`config.mk`:
```
export PLATFORM = sky130hd
export DESIGN_NAME = host_bus_decoder_flat
export DESIGN_NICKNAME = d
export VERILOG_FILES = /design/src/hdl/host_bus_pkg.sv /design/src/hdl/host_bus_if.sv /design/src/hdl/host_bus_decoder.sv /design/src/flat_wrapper.sv
export VERILOG_INCLUDE_DIRS = /design/src /design/src/hdl
export SDC_FILE = /design/constraint.sdc
export NUM_CORES = 1
export LEC_CHECK = 0
export ABC_AREA = 0
export BUFFER_PORTS_ARGS = -buffer_cell sky130_fd_sc_hd__buf_4
export CORE_MARGIN = 5
export CORE_UTILIZATION = 52
export CTS_BUF_LIST = sky130_fd_sc_hd__clkbuf_4 sky130_fd_sc_hd__clkbuf_8
export DETAILED_ROUTE_END_ITERATION = 8
export PLACE_DENSITY = 0.86
export SETUP_SLACK_MARGIN = 0.2
export SYNTH_ARGS = -nofsm -noshare
export SYNTH_HDL_FRONTEND = slang
export SYNTH_SLANG_ARGS = --single-unit
```
`constraint.sdc`:
```
create_clock -name clock -period 1.68 [get_ports clock]
set_input_delay 0.252 -clock clock [delete_from_list [all_inputs] [get_ports clock]]
set_output_delay 0.252 -clock clock [all_outputs]
set_load 0.01 [all_outputs]
```
`src/hdl/host_bus_defines.svh`:
```
// Purpose: Constants shared by both ends of the parallel host port
// Assumes: 100 MHz clock
// Notes: Strap codes select the bus style
`ifndef HOST_BUS_DEFINES_SVH
`define HOST_BUS_DEFINES_SVH
`define STYLE_GENERIC 3'h0
`define STYLE_ENABLE 3'h1
`define STYLE_DSTROBE 3'h2
`define CMD_DATA_BIT 0
`define STROBE_HOLD_NS 40
`define STROBE_HOLD_CYC ((`STROBE_HOLD_NS + 9) / 10)
`define READ_IDLE_DATA 8'h00
`endif

```
`src/hdl/host_bus_pkg.sv`:
```
// Purpose: Types for the parallel host port
// Assumes: Nothing
// Notes: Values of straps live in the defines header
package host_bus_pkg;
	typedef enum logic [1:0] {
		acc_none,
		acc_read,
		acc_data_write,
		acc_cmd_write
	} access_e;
	typedef enum logic [1:0] {
		bus_generic,
		bus_enable,
		bus_dstrobe
	} bus_style_e;
endpackage

```
`src/hdl/host_bus_if.sv`:
```
// Purpose: Pins between host and display controller port
// Assumes: Ends read each other's data outputs directly; no resolved data wire
// Notes: Strobe pins change meaning with bus style
`timescale 1ns/1ps
interface host_bus_if;
	logic chip_select_n;
	logic cmd_data_select;
	logic read_strobe;
	logic write_strobe;
	logic [7:0] host_data_out;
	logic host_data_oe;
	logic [7:0] dev_data_out;
	logic dev_data_oe;
	modport device (
		input chip_select_n, cmd_data_select, read_strobe, write_strobe, host_data_out, host_data_oe,
		output dev_data_out, dev_data_oe
	);
	modport host (
		output chip_select_n, cmd_data_select, read_strobe, write_strobe, host_data_out, host_data_oe,
		input dev_data_out, dev_data_oe
	);
endinterface

```
`src/hdl/host_bus_decoder.sv`:
```
// Purpose: Device end: decodes host bus accesses into read, data write, command write
// Assumes: Straps static; strobe pins asynchronous to clock
// Notes: Pins pass two flip-flops before decoding
//
// Behaviour
// RULE1 - Straps pick generic, enable or data-strobe style
// RULE2 - Straps tied fixed by pull resistors
// RULE3 - Host drives select from address bit zero; the master drives it from the access kind, low only for a data write
// RULE4 - Read with select high returns data
// RULE5 - Write select low data, high command
// RULE6 - Generic: read low reads, write low writes
// RULE7 - Enable style: enable high, direction picks
// RULE8 - Data strobe low, direction picks access
// RULE9 - Ignore bad reads and deselected accesses
`timescale 1ns/1ps
`include "host_bus_defines.svh"
module host_bus_decoder (
	input wire logic clock,
	input wire logic reset,
	input wire logic [2:0] bus_config_straps,
	host_bus_if.device bus,
	input wire logic [7:0] read_data,
	output logic read_pulse,
	output logic data_write_pulse,
	output logic cmd_write_pulse,
	output logic [7:0] write_data
);
	// ---------------------------------------------
	// Pin synchronisers
	// ---------------------------------------------
	logic [11:0] sync1;
	logic [11:0] sync2;
	always_ff @(posedge clock) begin
		if (reset) begin
			sync1 <= 12'h001;
			sync2 <= 12'h001;
		end else begin
			sync1 <= {bus.host_data_out, bus.write_strobe, bus.read_strobe, bus.cmd_data_select, bus.chip_select_n};
			sync2 <= sync1;
		end
	end
	logic cs_n_s, cd_s, rd_s, wr_s;
	logic [7:0] din_s;
	assign {din_s, wr_s, rd_s, cd_s, cs_n_s} = sync2;

	// ---------------------------------------------
	// Strap capture
	// ---------------------------------------------
	// Sampled on every clock out of reset; straps are assumed static
	host_bus_pkg::bus_style_e style;
	always_ff @(posedge clock) begin
		if (reset) begin
			style <= host_bus_pkg::bus_generic;
		end else begin
			unique case (bus_config_straps)
				`STYLE_ENABLE: style <= host_bus_pkg::bus_enable; // RULE1 RULE2
				`STYLE_DSTROBE: style <= host_bus_pkg::bus_dstrobe; // RULE1
				default: style <= host_bus_pkg::bus_generic; // RULE1
			endcase
		end
	end

	// ---------------------------------------------
	// Access decode
	// ---------------------------------------------
	function automatic host_bus_pkg::access_e decode(input host_bus_pkg::bus_style_e s, input logic cs_n,
		input logic cd, input logic p0, input logic p1);
		logic active;
		logic is_read;
		active = 1'b0;
		is_read = 1'b0;
		unique case (s)
			host_bus_pkg::bus_generic: begin
				active = (p0 ^ p1); // RULE6
				is_read = !p0; // RULE6
			end
			host_bus_pkg::bus_enable: begin
				active = p1; // RULE7
				is_read = p0; // RULE7
			end
			host_bus_pkg::bus_dstrobe: begin
				active = !p1; // RULE8
				is_read = p0; // RULE8
			end
		endcase
		if (cs_n || !active)
			decode = host_bus_pkg::acc_none; // RULE9
		else if (is_read)
			decode = cd ? host_bus_pkg::acc_read : host_bus_pkg::acc_none; // RULE4 RULE9
		else
			decode = cd ? host_bus_pkg::acc_cmd_write : host_bus_pkg::acc_data_write; // RULE5
	endfunction

	// Read pin carries direction, write pin carries strobe outside generic style
	host_bus_pkg::access_e access;
	host_bus_pkg::access_e last_access;
	assign access = decode(style, cs_n_s, cd_s, rd_s, wr_s);
	always_ff @(posedge clock) begin
		if (reset) begin
			last_access <= host_bus_pkg::acc_none;
		end else begin
			last_access <= access;
		end
	end

	// ---------------------------------------------
	// Pulses and data
	// ---------------------------------------------
	logic start;
	assign start = (access != last_access);
	always_ff @(posedge clock) begin
		if (reset) begin
			read_pulse <= 1'b0;
			data_write_pulse <= 1'b0;
			cmd_write_pulse <= 1'b0;
			write_data <= 8'h00;
		end else begin
			read_pulse <= start && access == host_bus_pkg::acc_read; // RULE4
			data_write_pulse <= start && access == host_bus_pkg::acc_data_write; // RULE5
			cmd_write_pulse <= start && access == host_bus_pkg::acc_cmd_write; // RULE5
			if (start && (access == host_bus_pkg::acc_data_write || access == host_bus_pkg::acc_cmd_write))
				write_data <= din_s;
		end
	end

	// Drive bus only during an accepted read
	always_ff @(posedge clock) begin
		if (reset) begin
			bus.dev_data_out <= `READ_IDLE_DATA;
			bus.dev_data_oe <= 1'b0;
		end else begin
			bus.dev_data_oe <= (access == host_bus_pkg::acc_read); // RULE4 RULE9
			bus.dev_data_out <= (access == host_bus_pkg::acc_read) ? read_data : `READ_IDLE_DATA;
		end
	end
endmodule

```
`src/flat_wrapper.sv`:
```
// flat-port wrapper written by rule: the top's interface ports become plain ports
module host_bus_decoder_flat 
  (clock, reset, bus_config_straps, read_data, read_pulse, data_write_pulse, cmd_write_pulse, write_data, bus_chip_select_n, bus_cmd_data_select, bus_read_strobe, bus_write_strobe, bus_host_data_out, bus_host_data_oe, bus_dev_data_out, bus_dev_data_oe);
  host_bus_if bus_i ();
  input wire logic clock;
  input wire logic reset;
  input wire logic [2:0] bus_config_straps;
  input wire logic [7:0] read_data;
  output logic read_pulse;
  output logic data_write_pulse;
  output logic cmd_write_pulse;
  output logic [7:0] write_data;
  input wire logic [$bits(bus_i.chip_select_n)-1:0] bus_chip_select_n;
  input wire logic [$bits(bus_i.cmd_data_select)-1:0] bus_cmd_data_select;
  input wire logic [$bits(bus_i.read_strobe)-1:0] bus_read_strobe;
  input wire logic [$bits(bus_i.write_strobe)-1:0] bus_write_strobe;
  input wire logic [$bits(bus_i.host_data_out)-1:0] bus_host_data_out;
  input wire logic [$bits(bus_i.host_data_oe)-1:0] bus_host_data_oe;
  output wire logic [$bits(bus_i.dev_data_out)-1:0] bus_dev_data_out;
  output wire logic [$bits(bus_i.dev_data_oe)-1:0] bus_dev_data_oe;
  assign bus_i.chip_select_n = bus_chip_select_n;
  assign bus_i.cmd_data_select = bus_cmd_data_select;
  assign bus_i.read_strobe = bus_read_strobe;
  assign bus_i.write_strobe = bus_write_strobe;
  assign bus_i.host_data_out = bus_host_data_out;
  assign bus_i.host_data_oe = bus_host_data_oe;
  assign bus_dev_data_out = bus_i.dev_data_out;
  assign bus_dev_data_oe = bus_i.dev_data_oe;
  host_bus_decoder u_core (.clock(clock), .reset(reset), .bus_config_straps(bus_config_straps), .bus(bus_i), .read_data(read_data), .read_pulse(read_pulse), .data_write_pulse(data_write_pulse), .cmd_write_pulse(cmd_write_pulse), .write_data(write_data));
endmodule
```
==> reports/qor.csv <==
metric,value,unit
internal_power,1400,uW
cts.root.buffer_cell,clkbuf_4,
chipWidth,64.8,microns
clock_skew,0.00614,ns
slew_viol_final,0,
netlist_top_cells_area,"dfxtp_1, nor2b_1, nand2b_1",
route.final.wire_length,2770,microns
grt_pass1_wl,4620,microns
yosys_register_bits,48,
grt_pass1_vias,1103,
worstPathMaxFanout,5,
power.share.combinational,6.9,%
postLayoutCoreUtil,75.4,%
detail_route.vias_per_cell,4.82,
insertion_delay,0.35,ns
setup_repair_after_global_routing_missed_its_margin,yes,
synth_top_area_cell,dfxtp_1,
grt_start_max_net_pins,45,
outcome,"finished, final reports clean",
synthesis_to_finish_area_growth,35.6,%
final.min_clock_period,1.61,ns
finalInstanceArea,2110,sq um
relSlewSlack,67.8,%
synth-async-reset-ratio,0,%
core_area,2810,sq um
switching_power,389,uW
crit_path_end_kind,flop,
seq_power_share,66.0,%
hold_slack,0.0488,ns
number_of_rows_created_at_floorplan,19,
ant_nets,0,
clkSlewWorstSetupHoldPaths,0.12,ns
setup_viol_count_final,0,
fin_ws,0.0741,ns
cts-htree-levels,2,
leakage_power_summed_over_all_cells,0.000886,uW
tritoncts,built,
drive_gt1_share,40.9,%
min_path_type,in2reg,
cts.hold.buffers_added,0,
vias,1045,
sw_frac_of_total,21.8,%
syn_area,1560,sq um
floorplan.die_area,4190,sq um
dpl_cell_area,1940,sq um
cts_made_buffers,5,
dp_worst_setup_slack,0.0419,ns
synth.yosys.warnings,0,
groute.usage.overall,14.5,%
drt_pre_antenna_iters,4,
drcViolationCount,0,
sequential_to_total_area_share_from_yosys_stat,61.6,%
die_height,64.8,microns
syn-instance-count,133,
worst-r2r-setup-slack,0.07,ns
numPortBuffers,44,
final_net_count,214,
detail_route.iter0.violations,34,
antenna_violations_before_repair,0,
synth_nets,161,
clock_sink_count,48,
post_synth.cell_area_avg,11.7,sq um
diodes,0,
netlist-cell-type-count,24,
worst_ep_arrival_time,1.84,ns
finalCritPeriodShare,95.6,%
yosys_most_used_dff,dfxtp_1,
timing.fmax,623,MHz
cap_viol_max_count,0,
synth_enable_flop_cells,0,
design.portCount,46,
dp_hpwl,1900,microns
timing.final.hold_violations,0,
synth.top_cell.area_share,61.6,%
power_density,845,nW/um^2
critical_path_class,reg2reg,
ir_drop_worst_case_vdd,0.000754,V
gpl.final_weighted_congestion,0.681,
worst-slew-pin-transition,0.482,ns
initial_core_util,55.6,%
critPathLaunchType,flop,
cts-root-to-sink-buffers,2,
worst_ep_required_time,1.92,ns
power_frac_clock,27.0,%
globalRouteOverflowTotal,0,
routed_wirelength_normalized_by_instance_count,12.8,microns
## power by group through the flow
stage	clock (uW)	sequential, uW	combinational, uW
after CTS	502	1180	117
final	483	1180	124
after global routing	563	1180	136
after global placement	0	1200	104
after detailed placement	0	1200	108
after floorplan	0	1200	57.3
## critical path, stage by stage (launching register included)
cell,delay [ns]
dfxtp_4,0.39
inv_2,0.04
ha_2,0.15
mux2_4,0.27
a2bb2oi_4,0.17
a211oi_4,0.05
buf_4,0.15
clkbuf_16,0.14
nor3b_2,0.14
## logic make-up after synthesis
group	after synthesis	synth area share (%)
adder cells (fa/ha/maj)	2	1.60
multiplexers	9	6.10
XOR/XNOR	3	1.69
buffers and inverters	9	2.65
flip-flops	48	61.6
AND/OR/NAND/NOR	57	23.1
AO/OA/AOI/OAI	5	3.21
## synth_stat cells (2+ instances only)
| library cell | n |
|---|---|
| xnor2_1 | 2 |
| nand2b_1 | 16 |
| nor4b_1 | 2 |
| clkbuf_1 | 5 |
| and2_1 | 9 |
| inv_1 | 3 |
| nor2b_1 | 22 |
| dfxtp_1 | 48 |
| nand2_1 | 2 |
| ha_1 | 2 |
| or2_1 | 2 |
| mux2i_1 | 8 |
## per-layer routing
metal  up-vias  routed length (microns)  GRT usage (%)
li1        529                        -              -
met1       474                     1120           13.8
met2        36                     1390           27.2
met3         6                      214           5.53
met4         0                       48           6.33
met5         -                        0              0
## layout by cell type, fill, tap and decap left out, types with 2 or more instances in the layout
cell       n
or2_1      2
buf_4     49
inv_2      2
xnor2_1    2
o2111a_2   2
nand2b_1  16
mux2i_1    8
clkbuf_4   5
nor2b_1   22
and2_4     3
and2_1     6
nor4b_1    2
dfxtp_1   46
## state kept, by name, summed over array words and instances, names as in the netlist
| name | flops |
|---|---|
| u_core.read_pulse | 1 |
| u_core.data_write_pulse | 1 |
| u_core.cmd_write_pulse | 1 |
| u_core.style | 2 |
| u_core.write_data | 8 |
| u_core.bus.dev_data_oe | 1 |
| u_core.sync1 | 12 |
| u_core.bus.dev_data_out | 8 |
| u_core.sync2 | 12 |
| u_core.last_access | 2 |
## area by class of cell
cell class	instances	area (sq um)
clock buffers	5	37.5
clock inverters	2	12.5
fillers	190	691
inverters	3	11.3
multi-input cells	77	636
flip-flops and latches	48	966
well taps	31	38.8
repair buffers	51	413
## worst paths after layout
check / from / to / cells after the start
setup / recovery: u_core.style[1] / u_core.data_write_pulse / 8
hold / removal: bus_config_straps[1] / u_core.style[0] / 2
setup reg to reg: u_core.style[1] / u_core.data_write_pulse / 8
hold reg to reg: u_core.sync1[0] / u_core.sync2[0] / 1
## per-stage QoR
step	TNS, ns	std cells	total power, uW
floorplan	0	133	1260
global placement	0	204	1310
detailed placement	0	204	1310
CTS	0	214	1800
global route	-0.00360	217	1880
finish	0	217	1790
## repair_timing
item / in CTS / in global routing
gates cloned: 1 / 1
endpoints found under the setup margin: 19 / 20
buffers inserted: 2 / 2
gates resized for setup: 10 / 8
pin swaps: 3 / 1
Power figures use the tool's default switching activity.
